**config.mk**
```make
export PLATFORM = sky130hd
export DESIGN_NAME = power_sleep_wake_reset_ctrl
export DESIGN_NICKNAME = d
export VERILOG_FILES = /design/src/design/psw_pkg.sv /design/src/design/sync_if.sv /design/src/design/pin_sync.sv /design/src/design/power_sleep_wake_reset_ctrl.sv
export VERILOG_INCLUDE_DIRS = /design/src /design/src/design
export SDC_FILE = /design/constraint.sdc
export NUM_CORES = 1
export LEC_CHECK = 0
export ABC_AREA = 1
export BUFFER_PORTS_ARGS = -buffer_cell sky130_fd_sc_hd__buf_2
export CORE_UTILIZATION = 45
export DETAILED_ROUTE_END_ITERATION = 7
export PLACE_DENSITY_LB_ADDON = 0.25
export SYNTH_ARGS = -nofsm -noshare
export SYNTH_HDL_FRONTEND = slang
export SYNTH_SLANG_ARGS = --single-unit
```
**constraint.sdc**
```tcl
create_clock -name clk_sys -period 1.4 [get_ports clk_sys]
set_input_delay 0.42 -clock clk_sys [delete_from_list [all_inputs] [get_ports clk_sys]]
set_output_delay 0.42 -clock clk_sys [all_outputs]
set_load 0.01 [all_outputs]
```
**src/design/psw_defines.svh**
```systemverilog
/*
 * Constants of the power, sleep, wake-up and reset sequencer: synchroniser
 * lane indices, power-on values and timing counts.
 * Assumes a 100 MHz system clock; included by bare name.
 */
`ifndef PSW_DEFINES_SVH
`define PSW_DEFINES_SVH

`define CLK_SYS_MHZ       100
// Delay after the supply supervisor releases before clocks leave the device
`define POR_TIMEOUT_US    2000
`define POR_TIMEOUT_CYC   (`POR_TIMEOUT_US * `CLK_SYS_MHZ)
// Least width of the reset pulse that a watchdog expiry produces
`define WDOG_RST_NS       1000
`define WDOG_RST_CYC      ((`WDOG_RST_NS * `CLK_SYS_MHZ + 999) / 1000)

// Lanes of the pin synchroniser
`define SYN_WIDTH         7
`define SYN_SLEEP         0
`define SYN_WAKE          1
`define SYN_LOWSUP        2
`define SYN_SUPOK         3
`define SYN_CLK32         4
`define SYN_XTAL          5
`define SYN_FLL           6

// Interrupt sources: 0 clock locked, 1 low supply, 2 wake-up; 1 = masked
`define IRQ_SRC_COUNT     3
`define IRQ_MASK_POR      3'h6

`define USER_PINS         4
`define ANALOG_BLOCKS     6

`endif

```
**src/design/psw_pkg.sv**
```systemverilog
/*
 * Types of the power, sleep, wake-up and reset sequencer.
 * Assumes nothing beyond the constants header.
 */
package psw_pkg;

    typedef enum logic [1:0] {
        PS_HOLD,
        PS_TIMEOUT,
        PS_RUN
    } power_state_t;

endpackage : psw_pkg

```
**src/design/sync_if.sv**
```systemverilog
/*
 * Carrier between the sequencer and its pin synchroniser.
 * Assumes both ends run on clk_sys.
 */
`timescale 1ns/1ps

interface sync_if #(parameter int W = 7);
    logic [W-1:0] raw;
    logic [W-1:0] synced;

    modport owner (output raw, input synced);
    modport syncer (input raw, output synced);
endinterface : sync_if

```
**src/design/pin_sync.sv**
```systemverilog
/*
 * Three-stage synchroniser for pins and foreign levels; a new value is
 * accepted only once the second and third stages agree.
 * Assumes synchronous active-low reset on clk_sys.
 */
`timescale 1ns/1ps

module pin_sync #(
    parameter int W = 7,
    parameter logic [W-1:0] INIT = '0
) (
    // Clock and reset
    input wire logic clk_sys,
    input wire logic rst_n,
    // Lanes
    sync_if.syncer   lanes
);
    logic [W-1:0] s1_r;
    logic [W-1:0] s2_r;
    logic [W-1:0] s3_r;
    logic [W-1:0] out_r;
    logic [W-1:0] agree;

    assign agree = ~(s2_r ^ s3_r);
    assign lanes.synced = out_r;

    always_ff @(posedge clk_sys) begin
        if (!rst_n) begin
            s1_r  <= INIT;
            s2_r  <= INIT;
            s3_r  <= INIT;
            out_r <= INIT;
        end else begin
            s1_r  <= lanes.raw;
            s2_r  <= s1_r;
            s3_r  <= s2_r;
            out_r <= (s3_r & agree) | (out_r & ~agree);
        end
    end
endmodule : pin_sync

```
**src/design/power_sleep_wake_reset_ctrl.sv**
```systemverilog
/*
 * Power-mode and reset sequencer of the always-on logic: power-on
 * sequencing, sleep entry and exit, wake-up, interrupt masking and the
 * active-low reset output.
 * Assumes one 100 MHz clock, synchronous active-low power-on reset, and
 * one-cycle write strobes from the serial interface on the same clock.
 */
// Notes on behaviour
// - After power-on the supervisor is on, user pins are inputs with pull-ups.
// - Clock outputs start only after supervisor release plus a timeout.
// - After power-on all interrupts are masked except the clock-locked flag.
// - Converter, pump, reference, op amps, DACs and switches start disabled.
// - Sleep powers down all blocks but interface, registers, bandgap, enabled helpers.
// - Each analog block has its own independent power-down control.
// - A write to the sleep address sets the shutdown flag and sleeps.
// - The sleep pin forces sleep over writes and wake, shutdown flag untouched.
// - Writing one to the sleep request bit sets the shutdown flag.
// - Sleep equals shutdown flag OR asserted sleep pin function.
// - With flag clear, releasing the sleep pin returns to normal mode.
// - With sleep pin released, a normal-mode write clears the flag.
// - With sleep pin released, wake pin or day alarm leaves sleep.
// - A wake event in normal mode is only recorded in status.
// - Reset output low on POR, gated supply trip, watchdog, crystal, clock not ready.
// - With reset enable clear, supply trips only raise interrupt and status flag.
// - Reset enable lets the supply detector drive reset; defaults to one.
`timescale 1ns/1ps
`include "psw_defines.svh"

module power_sleep_wake_reset_ctrl import psw_pkg::*; #(
    parameter int TIMEOUT_CYCLES = `POR_TIMEOUT_CYC,
    parameter int WDOG_CYCLES    = `WDOG_RST_CYC,
    parameter int USER_PINS      = `USER_PINS,
    parameter int ANALOG_BLOCKS  = `ANALOG_BLOCKS
) (
    // Clock and power-on reset
    input  wire logic                     clk_sys,
    input  wire logic                     rst_n,
    // Asynchronous levels
    input  wire logic                     sleep_pin,
    input  wire logic                     wake_pin,
    input  wire logic                     supply_low,
    input  wire logic                     supervisor_ok,
    input  wire logic                     clk32_ready,
    input  wire logic                     crystal_attached,
    input  wire logic                     fll_locked,
    // Pin function configuration
    input  wire logic                     sleep_func_en,
    input  wire logic                     sleep_active_low,
    input  wire logic                     wakeup_pin_function,
    input  wire logic                     wake_active_low,
    input  wire logic                     osc_keep_in_sleep,
    // Serial writes and events on clk_sys
    input  wire logic                     sleep_reg_wr,
    input  wire logic                     sleep_cfg_wr,
    input  wire logic                     sleep_request_bit,
    input  wire logic                     normal_reg_wr,
    input  wire logic                     day_alarm,
    input  wire logic                     watchdog_expired,
    input  wire logic                     status_rd,
    // Supply monitor control
    input  wire logic                     supply_monitor_ctrl_wr,
    input  wire logic                     supply_detect_wdata,
    input  wire logic                     reset_enable_wdata,
    // Interrupt mask
    input  wire logic                     irq_mask_wr,
    input  wire logic [`IRQ_SRC_COUNT-1:0] irq_mask_wdata,
    // Per-block analog power control
    input  wire logic                     analog_wr,
    input  wire logic [ANALOG_BLOCKS-1:0] analog_sel,
    input  wire logic [ANALOG_BLOCKS-1:0] analog_wdata,
    // User pin configuration
    input  wire logic                     pin_cfg_wr,
    input  wire logic [USER_PINS-1:0]     pin_drive_wdata,
    input  wire logic [USER_PINS-1:0]     pin_pull_wdata,
    // Mode and power outputs
    output logic                          sleep_mode,
    output logic                          shutdown_flag,
    output logic                          hf_clock_out_en,
    output logic                          low_freq_clock_out_en,
    output logic                          supervisor_en,
    output logic [ANALOG_BLOCKS-1:0]      analog_pwr_en,
    output logic [USER_PINS-1:0]          pin_oe_n,
    output logic [USER_PINS-1:0]          pin_pullup_en,
    // Status, interrupt and reset
    output logic                          clock_locked_flag,
    output logic                          low_digital_supply_flag,
    output logic                          wake_event_flag,
    output logic                          reset_output_enable,
    output logic                          irq_out,
    output logic                          reset_out_n
);
    localparam int TW = $clog2(TIMEOUT_CYCLES + 1);
    localparam int WW = $clog2(WDOG_CYCLES + 1);

    function automatic logic pin_active(input logic level, input logic active_low);
        pin_active = level ^ active_low;
    endfunction : pin_active

    sync_if #(.W(`SYN_WIDTH)) lanes ();

    assign lanes.raw = {fll_locked, crystal_attached, clk32_ready, supervisor_ok,
                        supply_low, wake_pin, sleep_pin};

    pin_sync #(.W(`SYN_WIDTH), .INIT(7'h00)) u_sync (
        .clk_sys (clk_sys),
        .rst_n   (rst_n),
        .lanes   (lanes)
    );

    power_state_t      state_r;
    power_state_t      state_nxt;
    logic [TW-1:0]     tmo_r;
    logic [WW-1:0]     wdog_r;
    logic              wake_d_r;
    logic              fll_d_r;
    logic              supply_detect_r;
    logic [`IRQ_SRC_COUNT-1:0] irq_mask_r;
    logic [ANALOG_BLOCKS-1:0]  analog_en_r;

    // Decoding of levels and events
    wire pin_sleep   = sleep_func_en & pin_active(lanes.synced[`SYN_SLEEP], sleep_active_low);
    wire wake_lvl    = wakeup_pin_function &
                       pin_active(lanes.synced[`SYN_WAKE], wake_active_low);
    wire wake_evt    = (wake_lvl & ~wake_d_r) | day_alarm;
    wire fll_rise    = lanes.synced[`SYN_FLL] & ~fll_d_r;
    wire low_sup     = lanes.synced[`SYN_LOWSUP] & supply_detect_r;
    wire sd_set      = sleep_reg_wr | (sleep_cfg_wr & sleep_request_bit);
    wire sd_clr      = ~pin_sleep & (normal_reg_wr | wake_evt);
    wire shutdown_nxt = sd_set | (shutdown_flag & ~sd_clr);
    wire sleep_nxt   = shutdown_nxt | pin_sleep;
    wire run         = (state_r == PS_RUN);
    wire [ANALOG_BLOCKS-1:0] analog_nxt = analog_wr ?
                       ((analog_en_r & ~analog_sel) | (analog_wdata & analog_sel)) : analog_en_r;
    wire rst_en_nxt  = supply_monitor_ctrl_wr ? reset_enable_wdata : reset_output_enable;
    wire rst_cause   = (low_sup & rst_en_nxt) | (wdog_r != '0) | watchdog_expired |
                       lanes.synced[`SYN_XTAL] | ~lanes.synced[`SYN_CLK32];
    wire wake_flag_nxt = wake_evt | (wake_event_flag & ~status_rd);
    wire lock_flag_nxt = fll_rise | (clock_locked_flag & ~status_rd);
    wire ldv_flag_nxt  = low_sup | (low_digital_supply_flag & ~status_rd);
    wire [`IRQ_SRC_COUNT-1:0] irq_mask_nxt = irq_mask_wr ? irq_mask_wdata : irq_mask_r;
    wire [`IRQ_SRC_COUNT-1:0] pend_nxt = {wake_flag_nxt, ldv_flag_nxt, lock_flag_nxt};

    // Clocks wait for the supervisor, then for the timeout
    always_comb begin
        state_nxt = state_r;
        case (state_r)
            PS_HOLD: begin
                if (lanes.synced[`SYN_SUPOK]) begin
                    state_nxt = PS_TIMEOUT;
                end
            end
            PS_TIMEOUT: begin
                if (!lanes.synced[`SYN_SUPOK]) begin
                    state_nxt = PS_HOLD;
                end else if (tmo_r == TW'(TIMEOUT_CYCLES - 1)) begin
                    state_nxt = PS_RUN;
                end
            end
            PS_RUN: begin
                if (!lanes.synced[`SYN_SUPOK]) begin
                    state_nxt = PS_HOLD;
                end
            end
            default: begin
                state_nxt = PS_HOLD;
            end
        endcase
    end

    always_ff @(posedge clk_sys) begin
        if (!rst_n) begin
            state_r <= PS_HOLD;
            tmo_r   <= '0;
        end else begin
            state_r <= state_nxt;
            tmo_r   <= (state_r == PS_TIMEOUT) ? tmo_r + TW'(1) : '0;
        end
    end

    // Mode, enables and pin setup
    always_ff @(posedge clk_sys) begin
        if (!rst_n) begin
            shutdown_flag         <= 1'b0;
            sleep_mode            <= 1'b0;
            hf_clock_out_en       <= 1'b0;
            low_freq_clock_out_en <= 1'b0;
            analog_en_r           <= '0;
            analog_pwr_en         <= '0;
            supply_detect_r       <= 1'b1;
            supervisor_en         <= 1'b1;
            pin_oe_n              <= '1;
            pin_pullup_en         <= '1;
        end else begin
            shutdown_flag         <= shutdown_nxt;
            sleep_mode            <= sleep_nxt;
            hf_clock_out_en       <= run & ~sleep_nxt;
            low_freq_clock_out_en <= run & (~sleep_nxt | osc_keep_in_sleep);
            analog_en_r           <= analog_nxt;
            analog_pwr_en         <= analog_nxt & {ANALOG_BLOCKS{~sleep_nxt}};
            if (supply_monitor_ctrl_wr) begin
                supply_detect_r <= supply_detect_wdata;
                supervisor_en   <= supply_detect_wdata;
            end
            if (pin_cfg_wr) begin
                pin_oe_n      <= ~pin_drive_wdata;
                pin_pullup_en <= pin_pull_wdata;
            end
        end
    end

    // Status flags: an event in the read cycle survives the clear
    always_ff @(posedge clk_sys) begin
        if (!rst_n) begin
            wake_d_r                <= 1'b0;
            fll_d_r                 <= 1'b0;
            wake_event_flag         <= 1'b0;
            clock_locked_flag       <= 1'b0;
            low_digital_supply_flag <= 1'b0;
            irq_mask_r              <= `IRQ_MASK_POR;
            irq_out                 <= 1'b0;
        end else begin
            wake_d_r                <= wake_lvl;
            fll_d_r                 <= lanes.synced[`SYN_FLL];
            wake_event_flag         <= wake_flag_nxt;
            clock_locked_flag       <= lock_flag_nxt;
            low_digital_supply_flag <= ldv_flag_nxt;
            irq_mask_r              <= irq_mask_nxt;
            irq_out                 <= |(pend_nxt & ~irq_mask_nxt);
        end
    end

    // Reset output; a watchdog expiry is stretched so the host sees it
    always_ff @(posedge clk_sys) begin
        if (!rst_n) begin
            reset_output_enable <= 1'b1;
            wdog_r              <= '0;
            reset_out_n         <= 1'b0;
        end else begin
            reset_output_enable <= rst_en_nxt;
            if (watchdog_expired) begin
                wdog_r <= WW'(WDOG_CYCLES - 1);
            end else if (wdog_r != '0) begin
                wdog_r <= wdog_r - WW'(1);
            end
            reset_out_n <= ~rst_cause;
        end
    end
endmodule : power_sleep_wake_reset_ctrl

```
== After elaboration in Yosys (flattened, before gate mapping) ==
Cells that the tools add are included.

* Logic and storage cells: 103
* Output and inout port bits: 25
* Input port bits: 50
* Register bits: 91

* Bitwise logic cells: 52
* Add/subtract/negate cells: 2
* Equality and inequality tests: 6
* Reductions and logical operators: 7
* Muxes and demuxes: 10

{| class="wikitable"
|+ Operators by type and width
! cell !! count
|-
| adder 18 x 1 -> 18 bit, second input constant || 1
|-
| bitwise AND 6 bit || 3
|-
| equality test 18 bit, second input constant || 1
|-
| bitwise AND 1 bit || 14
|-
| bitwise AND 7 bit || 2
|-
| 2-to-1 mux 7 bit || 2
|-
| NOT 7 bit || 2
|-
| bitwise OR 1 bit || 13
|-
| NOT 1 bit || 9
|-
| 2-to-1 mux 2 bit || 4
|-
| bitwise OR 7 bit || 1
|-
| nonzero test 7 bit || 1
|-
| subtractor 7 x 1 -> 7 bit, second input constant || 1
|-
| bitwise XOR 7 bit || 1
|-
| 2-to-1 mux 6 bit || 1
|-
| NOT 6 bit || 1
|-
| bitwise OR 6 bit || 1
|-
| one-hot mux 2 bit (3 select lines) || 1
|-
| NOT 4 bit || 1
|-
| bitwise AND 3 bit || 1
|-
| 2-to-1 mux 3 bit || 1
|-
| != test 3 bit, second input constant || 1
|-
| NOT 3 bit || 1
|-
| AND reduction 3 bit || 1
|-
| 11 further kinds || 12
|}

== Logic depth before layout (Yosys ltp) ==
Gate-level depths: netlist (run 1).

* Depth after elaboration: 13
* Gate-level depth with buffers: 9
* Depth with buffers taken out: 9

== Cells and area by module ==
From an unflattened synthesis (run 1), not the netlist that was laid out.

* Cell total of the unflattened synthesis: 446
* Area total of the unflattened synthesis: 3455.8 µm²

{| class="wikitable"
|+ By module, submodules not included
! module !! cells an instance !! instances !! area each (µm²) !! seq. area each (µm²)
|-
| power_sleep_wake_reset_ctrl || 352 || 1 || 2603.7 || 1261.2
|-
| pin_sync || 94 || 1 || 852.1 || 560.5
|}

== Worst setup path after synthesis (run 1) ==
OpenSTA, ideal clock, no wires.

* Path type: register to register
* Start point: register tmo_r[0]
* End point: register tmo_r[14]
* Setup slack: 0.046 ns
* Data arrival time: 1.284 ns
* Buffers on the path: 0
* Required time: 1.329 ns
* Cell stages (with the launch flop): 9
* Setup time: 0.071 ns
* Clock period less this slack: 1.354 ns
* Path through: dfxtp_1 > ha_1 > nand3_2 > nor2_4 > nand2_2 > inv_2 > nand2_1 > or2_0 > a21oi_1

* Cells in the longest elaborated chain, start to end: 1

{| class="wikitable"
|+ Ends and longest elaborated chain
! item !! line !! RTL
|-
| from (decl) || power_sleep_wake_reset_ctrl.sv:112 || <nowiki>logic [TW-1:0] tmo_r;</nowiki>
|-
| from (signal assigned) || power_sleep_wake_reset_ctrl.sv:176 || <nowiki>tmo_r <= (state_r == PS_TIMEOUT) ? tmo_r + TW'(1) : '0;</nowiki>
|-
| adder 18 x 1 -> 18 bit || power_sleep_wake_reset_ctrl.sv:176 ||
|}

Every way passes these cells.
A chain may end at the register's enable or synchronous reset.

== Worst setup path in the final report (run 1) ==
* Start point: register tmo_r[1]
* End point: register tmo_r[14]

Same word-level chain as after synthesis.

==> results of run 1 <==
per-stage QoR:
step	power, uW	hold WS (ps)	cells
floorplan	3017	390.5	442
global placement	3169	394.0	616
detailed placement	3182	396.6	616
CTS	4999	223.8	633
global route	5171	228.8	633
finish	4936	244.3	633
path summary, 6_finish.rpt:
check	depth (start not counted)	from	to	slack (ps)
setup / recovery	8	tmo_r[1]	tmo_r[14]	70
setup reg to reg	8	tmo_r[1]	tmo_r[14]	70
hold / removal	3	supervisor_ok	u_sync.s1_r[3]	240
hold reg to reg	2	u_sync.s1_r[5]	u_sync.s2_r[5]	420
kinds of logic (layout without fill, tap and decap cells):
family / after synthesis / after routing / share of synthesized area
compound gates: 61 / 61 / 0.09172
xor+xnor: 5 / 5 / 0.01289
fa+ha+maj: 3 / 3 / 0.01105
buf+inv: 80 / 172 / 0.08877
flops: 91 / 91 / 0.5363
mux: 1 / 1 / 0.002947
simple gates: 201 / 201 / 0.2564
power groups by stage:
| stage | Clock, uW | Sequential [uW] | Combinational (uW) |
|---|---|---|---|
| finish | 1820 | 2720 | 399 |
| detailed placement | 0 | 2780 | 399 |
| global route | 1980 | 2730 | 458 |
| global placement | 0 | 2780 | 387 |
| CTS | 1880 | 2720 | 400 |
| floorplan | 0 | 2790 | 224 |
repair_timing:
| item | CTS | global route |
|---|---|---|
| setup endpoints to repair | 2 | 20 |
| gates cloned | 0 | 0 |
| pin swaps | 1 | 2 |
| hold endpoints to repair | 0 | 0 |
| setup buffers | 1 | 0 |
| resized for setup | 3 | 13 |
flip-flops by register name, summed over array words and instances (netlist names), 6 cells and up, named ones only:
register / cells
u_sync.s3_r: 7
analog_pwr_en: 6
wdog_r: 7
tmo_r: 18
u_sync.s1_r: 7
analog_en_r: 6
u_sync.s2_r: 7
per-layer routing:
metal,share of wire,wire length (um)
met3,0.038,250
met4,0.0047,31
met1,0.45,2983
met5,0,0
met2,0.51,3358
worst min-delay path, delay by kind of cell:
kind	cells	cell delay, ps
buf+inv	2	110
simple gates	1	40
cell usage after synthesis:
| cell type | number | area [um2] |
|---|---|---|
| nor3_1 | 12 | 60.06 |
| nand3b_1 | 2 | 15.01 |
| nand2_1 | 92 | 345.3 |
| nor2_4 | 1 | 11.26 |
| ha_1 | 3 | 37.54 |
| inv_2 | 2 | 7.510 |
| dfxtp_1 | 91 | 1822 |
| nand3_2 | 1 | 10.01 |
| xor2_1 | 3 | 26.28 |
| nor3_2 | 2 | 20.02 |
| inv_1 | 69 | 259.0 |
| nor2_1 | 51 | 191.4 |
| xnor2_1 | 2 | 17.52 |
| clkbuf_1 | 7 | 26.28 |
| nand2_2 | 1 | 6.260 |
| nor2_2 | 1 | 6.260 |
| a22oi_1 | 1 | 7.510 |
| nand4_1 | 6 | 37.54 |
| or2_2 | 1 | 6.260 |
| o21ai_0 | 21 | 105.1 |
| buf_1 | 1 | 3.750 |
| nor4_1 | 1 | 6.260 |
| buf_2 | 1 | 5.000 |
| o211ai_1 | 1 | 7.510 |
| or2_0 | 4 | 25.02 |
| a31oi_1 | 1 | 6.260 |
| nand3_1 | 26 | 130.1 |
| mux2i_1 | 1 | 10.01 |
| a21oi_1 | 37 | 185.2 |
final cells by class:
type,instances,area [um2]
sequential,91,1827
clock inverter,5,60.06
timing repair buffer,85,452.9
tap,99,123.9
multi-input combinational,271,1325
fill,687,3085
inverter,71,266.5
clock buffer,11,151.4
cells in the final DEF, fill, tap and decap left out, types with 2 or more instances in the layout:
master	synthesis	layout
nand3_1	26	25
or2_0	4	4
nor3_1	12	10
nand3b_1	2	2
clkbuf_8	0	11
buf_2	1	74
dfxtp_1	91	89
inv_1	69	68
buf_4	0	11
nor2_2	1	3
nand2_1	92	92
xor2_1	3	3
xnor2_1	2	2
a21oi_1	37	37
nor2_1	51	49
o21ai_1	0	2
nand4_1	6	6
nor3_2	2	3
o21ai_0	21	19
inv_2	2	3
ha_1	3	2
==> impl_metrics.yaml, run 1 <==
clock_network:
  clk_latency_ps: 350
  cts_made_buffers: 9
  holdBufCountCts: 0
  clk_path_buf_depth: 2
  cts-root-buf: "clkbuf_8"
  clk_pin_slew_ps: 90
  cts_tree: "yes"
  htreeDepth: 3
  cts.sinks: 91
global_route:
  first_global_vias: 2499
  antenna_found_initial: 0
  grt_use_met1: 0.2017
  grt.busiest_layer: "met2"
  gr-usage-met3: 0.05504
  grt_pass1_wl_um: 10560
  grt_usage: 0.1732
  met2_usage: 0.3063
  gr-total-overflow: 0
  grt_max_degree: 26
power_and_ir_drop:
  combinationalPowerShare: 0.081
  irDropWorstVdd_mv: 0.9443
  switching_share: 0.2339
  cellLeakagePower_uw: 0.001978
  switchingPower_uw: 1154
  p_int_uw: 3782
  p_per_area_mw_per_mm2: 1174
  p_clk_frac: 0.368
  seq_power_share: 0.551
final_layout:
  num-nets-final: 582
  fin_util: 0.5769
  syn2layout_area_growth_pct: 23.83
  design_area_mm2: 0.004207
  layout-drive-gt1-share: 0.2228
  diodes: 0
timing:
  finalMaxSlewViolations: 0
  rsz0062_at_grt: "true"
  totalNegativeSetupSlack_ps: 0
  setup_ws_ps: 73.13
  tightest_slew_ps: 319.5
  skew_ps: 7.782
  min_period_over_period: 0.9478
  hold_violations: 0
  fin_crit_ps: 1327
  setup_viol: 0
  fmax_mhz: 753.7
  max-slew-margin-rel: 0.7870
worst_setup_path:
  cp_max_fo: 4
  critPathSlowestCell: "dfxtp_4"
  critPathTopFamily: "simple AND/OR/NAND/NOR gates"
  setup.worst_path.class: "reg -> reg"
  slowest_delay_ps: 370
  path_buf_inv: 1
  cp-end-kind: "flop"
  path_cells: "ha_4 > nand3_4 > nor2_4 > nand2_4 > inv_2 > nand2_1 > or2_0 > a21oi_1"
  critical_path_arrival_ps: 1600
  start_kind: "flop"
  cp.required_ps: 1680
logic_synthesis:
  synth_seq_cells: 91
  syn_area_mm2: 0.003397
  synth_cell_types: 29
  syn-num-nets: 495
  yosys_warnings: 0
  yosysSeqAreaShare: 0.5363
  synthCells: 442
  avgSynthCellArea_um2: 7.686
floorplanning:
  io_pins: 75
  start_util: 0.4659
  fp.coreArea_mm2: 0.007292
  die_y_um: 88.89
  dieArea_mm2: 0.007901
  core.rowCount: 31
  die_x_um: 88.89
placed_design:
  placed_cell_area_mm2: 0.003931
  numPortBuffers: 74
  gp_congestion: 0.8002
  dp_worst_setup_slack_ps: -89.80
  dpl.hpwl_um: 4879
drt:
  vias_per_cell: 4.591
  ant_nets: 0
  route.detailed.drc: 0
  first_pass_iters: 4
  vias: 2906
  wl_per_cell_um: 10.46
  drt-total-wl_um: 6624
  initialDrtViolationCount: 129
worst_hold_path:
  min_path_type: "in -> reg"
job:
  cap_violations: 0
run_status:
  run_status: "finished, final reports clean"
(Power assumes the default switching activity.)
==> run 2: changes to the inputs <==
--- a/config.mk
+++ b/config.mk
@@ -11,6 +11,7 @@
 export CORE_UTILIZATION = 45
 export DETAILED_ROUTE_END_ITERATION = 7
 export PLACE_DENSITY_LB_ADDON = 0.25
+export SETUP_SLACK_MARGIN = 0.3
 export SYNTH_ARGS = -nofsm -noshare
 export SYNTH_HDL_FRONTEND = slang
 export SYNTH_SLANG_ARGS = --single-unit
==> impl_metrics.yaml, run 2 (synthesized netlist as in run 1, its figures left out) <==
worst_setup_path:
  critical_path_arrival_ps: 1550
  start_kind: "flop"
  critPathSlowestCell: "dfxtp_4"
  r2r_setup_slack_ps: 140
  cp.required_ps: 1690
  setup.worst_path.class: "reg -> reg"
  cp-end-kind: "flop"
  path_cells: "ha_4 > nand3_4 > nor2_4 > nand2_4 > inv_2 > nand2_2 > or2_0 > a21oi_1"
  cp_max_fo: 4
  slowest_delay_ps: 370
timing:
  hold_violations: 0
  totalNegativeSetupSlack_ps: 0
  rsz0062_at_grt: "true"
  fin_crit_ps: 1263
  tightest_slew_ps: 435.4
  setup_viol: 0
  min_period_over_period: 0.9022
  finalMaxSlewViolations: 0
  fmax_mhz: 791.7
  max-slew-margin-rel: 0.7097
  skew_ps: 9.015
global_route:
  grt_pass1_wl_um: 11430
  first_global_vias: 2721
  gr-total-overflow: 0
  grt_usage: 0.1904
  antenna_found_initial: 0
  grt_max_degree: 48
placed_design:
  numPortBuffers: 74
  dp_cells: 610
  gp_congestion: 0.8465
  dpl.hpwl_um: 4661
final_layout:
  nFillCells: 566
  final_cell_mix: "nand2_1, inv_1, buf_2"
  fin_util: 0.6709
  stdcell_count: 657
  diodes: 0
  syn2layout_area_growth_pct: 44.01
  largest_reg_flops: 18
  num-nets-final: 606
  final_common_cell: "nand2_1"
  layout-drive-gt1-share: 0.4194
  largest-register: "tmo_r"
power_and_ir_drop:
  p_int_uw: 3892
  p_clk_frac: 0.349
  irDropWorstVdd_mv: 0.6362
  switchingPower_uw: 1278
  p_per_area_mw_per_mm2: 1057
  totalPowerFinal_uw: 5170
  combinationalPowerShare: 0.122
  cellLeakagePower_uw: 0.002265
  seq_power_share: 0.529
  switching_share: 0.2472
drt:
  initialDrtViolationCount: 128
  first_pass_iters: 4
  vias_per_cell: 4.798
  drt-total-wl_um: 7955
  ant_nets: 0
  wl_per_cell_um: 12.11
  vias: 3152
  route.detailed.drc: 0
worst_hold_path:
  min_path_type: "in -> reg"
clock_network:
  clk_latency_ps: 350
  cts.sinks: 91
  cts_made_buffers: 9
  cts_tree: "yes"
  htreeDepth: 3
  cts-root-buf: "clkbuf_8"
  clk_pin_slew_ps: 90
  clk_path_buf_depth: 2
  holdBufCountCts: 0
floorplanning:
  dieArea_mm2: 0.007901
  die_y_um: 88.89
  start_util: 0.4659
  core.rowCount: 31
  io_pins: 75
  die_x_um: 88.89
  fp.coreArea_mm2: 0.007292
run_status:
  run_status: "finished, final reports clean"
job:
  cap_violations: 0
## run 2: per-layer routing
layer / GRT usage / up-vias / share of wire
met3: 0.04198 / 20 / 0.035
met2: 0.3287 / 74 / 0.52
li1: - / 1612 / -
met5: 0 / - / 0
met1: 0.2268 / 1446 / 0.42
met4: 0.08504 / 0 / 0.025
## run 2: power groups by stage
stage	registers, uW	logic (uW)	clock network (uW)
after floorplan	2790	229	0
after global placement	2780	389	0
after detailed placement	2780	400	0
after CTS	2730	513	1850
after global routing	2750	693	1960
final	2740	630	1800
## run 2: worst paths after layout
path	cells after the start	startpoint	endpoint
max	8	tmo_r[0]	tmo_r[14]
min	2	pin_drive_wdata[2]	pin_oe_n[2]
max reg2reg	8	tmo_r[0]	tmo_r[14]
min reg2reg	2	u_sync.s1_r[4]	u_sync.s2_r[4]
## run 2: final cells by class
cell class / instances / area, um2 / share of cell area
inverters: 71 / 276.5 / 0.05652
repair buffers: 109 / 828.3 / 0.1693
multi-input cells: 271 / 1578 / 0.3225
clock inverters: 4 / 56.30 / 0.01151
clock buffers: 12 / 145.1 / 0.02967
well taps: 99 / 123.9 / 0.02532
flip-flops and latches: 91 / 1884 / 0.3852
## run 2: repair_timing
action | 4_1_cts | 5_1_grt
setup buffers | 22 | 9
pin swaps | 20 | 18
gates resized for setup | 92 | 64
endpoints found under the setup margin | 58 | 63
## run 2: per-stage QoR
| stage | cell area [um2] | hold slack [ps] | worst slack [ps] |
|---|---|---|---|
| after floorplan | 3433 | 390.5 | 150.0 |
| after global placement | 3931 | 396.0 | 60.70 |
| after detailed placement | 3931 | 399.6 | 54.48 |
| after CTS | 4592 | 216.0 | 136.7 |
| after global routing | 4892 | 209.0 | 48.99 |
| final | 4892 | 228.0 | 136.9 |
## run 2: worst max-delay path: cells and delay by family, from the launching register on
| kind | cells | cell delay, ps |
|---|---|---|
| fa+ha+maj | 1 | 140 |
| compound gates | 1 | 110 |
| buf+inv | 1 | 60 |
| flops | 1 | 370 |
| simple gates | 5 | 530 |
==> run 3: changes to the inputs <==
--- a/config.mk
+++ b/config.mk
@@ -14,4 +14,5 @@
 export SETUP_SLACK_MARGIN = 0.3
 export SYNTH_ARGS = -nofsm -noshare
 export SYNTH_HDL_FRONTEND = slang
+export SYNTH_HIERARCHICAL = 1
 export SYNTH_SLANG_ARGS = --single-unit
==> impl_metrics.yaml, run 3 <==
run_status:
  run_status: "finished, final reports clean"
timing:
  setup_viol: 0
  max-slew-margin-rel: 0.7026
  skew_ps: 14.07
  finalMaxSlewViolations: 0
  tightest_slew_ps: 446.2
  setup_ws_ps: 98.80
  fin_hold_ws_ps: 214.0
  fin_crit_ps: 1301
  min_period_over_period: 0.9294
  rsz0062_at_grt: "true"
  fmax_mhz: 768.5
  hold_violations: 0
logic_synthesis:
  synthCells: 446
  yosysSeqAreaShare: 0.5272
  synth_commonest_cells: "nand2_1, dfxtp_1, inv_1"
  synth-edff-count: 0
  synth_compound_area_frac: 0.1017
  synth_xor_xnor_area_share: 0.01014
  synthMuxAreaShare: 0.002896
  synth_cell_types: 35
  async_flop_share: 0
  synthFlopType: "dfxtp_1"
  synth.area.top_cells: "dfxtp_1, nand2_1, inv_1"
  synth_top_family_by_area: "simple AND/OR/NAND/NOR gates"
  syn_area_mm2: 0.003456
  yosys_warnings: 6
  synth_fa_ha_area_frac: 0.01086
  synth_most_common_cell: "nand2_1"
  syn-num-nets: 499
  synth-simple-area-share: 0.2448
  yosysTopAreaCellShare: 0.5272
  yosysTopAreaCell: "dfxtp_1"
  avgSynthCellArea_um2: 7.748
  synth_seq_cells: 91
worst_setup_path:
  start_kind: "flop"
  critical_path_arrival_ps: 1540
  critPathSlowestCell: "dfxtp_4"
  path_cells: "ha_4 > nand3_4 > nor2_4 > nand2_4 > nor2_4 > nand2_2 > o21ai_2 > a21oi_1"
  r2r_setup_slack_ps: 100
  reg2regPathDepth: 8
  setup.worst_path.class: "reg -> reg"
  r2r-start: "tmo_r[0]"
  cp_max_fo: 5
  worst_path_most_repeated_cell: "nor2_4"
  reg2reg_to: "tmo_r[12]"
  slowest_delay_ps: 370
  cp-end-kind: "flop"
  cp.required_ps: 1640
clock_network:
  holdBufCountCts: 0
  clk_pin_slew_ps: 90
  clk_latency_ps: 350
  clk_path_buf_depth: 2
  htreeDepth: 3
  cts.sinks: 91
  cts_tree: "yes"
  cts-root-buf: "clkbuf_8"
  cts_made_buffers: 9
placed_design:
  dp_worst_setup_slack_ps: 45.33
  gp_congestion: 0.8240
  placed_cell_area_mm2: 0.003998
  dpl.hpwl_um: 4922
  numPortBuffers: 74
global_route:
  grt_max_degree: 46
  grt_usage: 0.1745
  gr-total-overflow: 0
  grt_pass1_wl_um: 10730
  first_global_vias: 2581
  antenna_found_initial: 0
floorplanning:
  die_x_um: 89.64
  start_util: 0.4714
  io_pins: 75
  fp.coreArea_mm2: 0.007331
  die_y_um: 89.64
  core.rowCount: 31
  dieArea_mm2: 0.008034
final_layout:
  syn2layout_area_growth_pct: 38.27
  diodes: 0
  largest_reg_flops: 18
  num-nets-final: 604
  layout-drive-gt1-share: 0.4000
  fin_util: 0.6518
  final_cell_mix: "nand2_1, inv_1, dfxtp_1"
  largest-register: "tmo_r"
  final_common_cell: "nand2_1"
  design_area_mm2: 0.004778
worst_hold_path:
  worstHoldPathCells: 2
  hold_start: "pin_drive_wdata[3]"
  holdPathEnd: "pin_oe_n[3]"
  min_path_type: "in -> reg"
drt:
  first_pass_iters: 4
  initialDrtViolationCount: 111
  wl_per_cell_um: 11.54
  vias: 3073
  ant_nets: 0
  route.detailed.drc: 0
  vias_per_cell: 4.699
  drt-total-wl_um: 7548
power_and_ir_drop:
  p_per_area_mw_per_mm2: 1029
  totalPowerFinal_uw: 4918
  irDropWorstVdd_mv: 0.6885
  cellLeakagePower_uw: 0.002164
job:
  cap_violations: 0
==> run 3: power breakdown <==
part           total (uW)  internal (uW)  switching [uW]
clock network        1590            654             940
logic                 588            280             308
registers            2740           2680            53.8
total                4920           3620            1300
==> run 3: worst max-delay path, delay by kind of cell (launching register included) <==
kind	cells	cell delay [ps]
and+or+nand+nor	5	520
DFF	1	370
adders and majority gates	1	140
AOI/OAI and AO/OA	2	160
==> run 3: repair_timing <==
item | CTS | global route
resized for setup | 58 | 81
buffers inserted | 9 | 14
setup endpoints to repair | 55 | 62
cloned | 0 | 0
pin swaps | 12 | 30
endpoints found under the hold margin | 0 | 0
==> run 3: per-layer routing <==
| metal | part of all wire | routed length, um | GRT usage | up-vias |
|---|---|---|---|---|
| met5 | 0 | 0 | 0 | - |
| met1 | 0.42 | 3172 | 0.2078 | 1385 |
| met2 | 0.52 | 3908 | 0.3072 | 72 |
| met3 | 0.042 | 317 | 0.03199 | 15 |
| met4 | 0.020 | 149 | 0.07648 | 0 |
| li1 | - | - | - | 1601 |
==> run 3: cells by family (layout without fill, tap and decap cells) <==
| family | after synthesis | count (layout) |
|---|---|---|
| mux | 1 | 1 |
| simple gates | 195 | 195 |
| buf+inv | 85 | 194 |
| compound gates | 67 | 67 |
| fa+ha+maj | 3 | 3 |
| flops | 91 | 91 |
| xor+xnor | 4 | 4 |
==> run 3: area by class of cell <==
type | count | area [um2]
Sequential cell | 91 | 1882
Clock inverter | 6 | 48.80
Fill cell | 612 | 2552
Clock buffer | 9 | 123.9
Tap cell | 99 | 123.9
Timing Repair Buffer | 104 | 752.0
Inverter | 75 | 299.0
Multi-Input combinational cell | 270 | 1549
==> run 3: through the flow <==
stage                     instances  setup TNS, ps
after floorplan                 446              0
after global routing            654        -0.8485
after global placement          616              0
after detailed placement        616              0
after CTS                       640              0
final                           654              0
==> run 3: worst max-delay path by stage <==
stage	from	endpoint	slack, ps
after floorplan	tmo_r[0]	tmo_r[12]	140
final	tmo_r[0]	tmo_r[12]	100
after global routing	flop	sleep_mode	-0.8
after global placement	sleep_active_low	sleep_mode	60
after detailed placement	wake_active_low	sleep_mode	50
after CTS	tmo_r[1]	tmo_r[12]	70
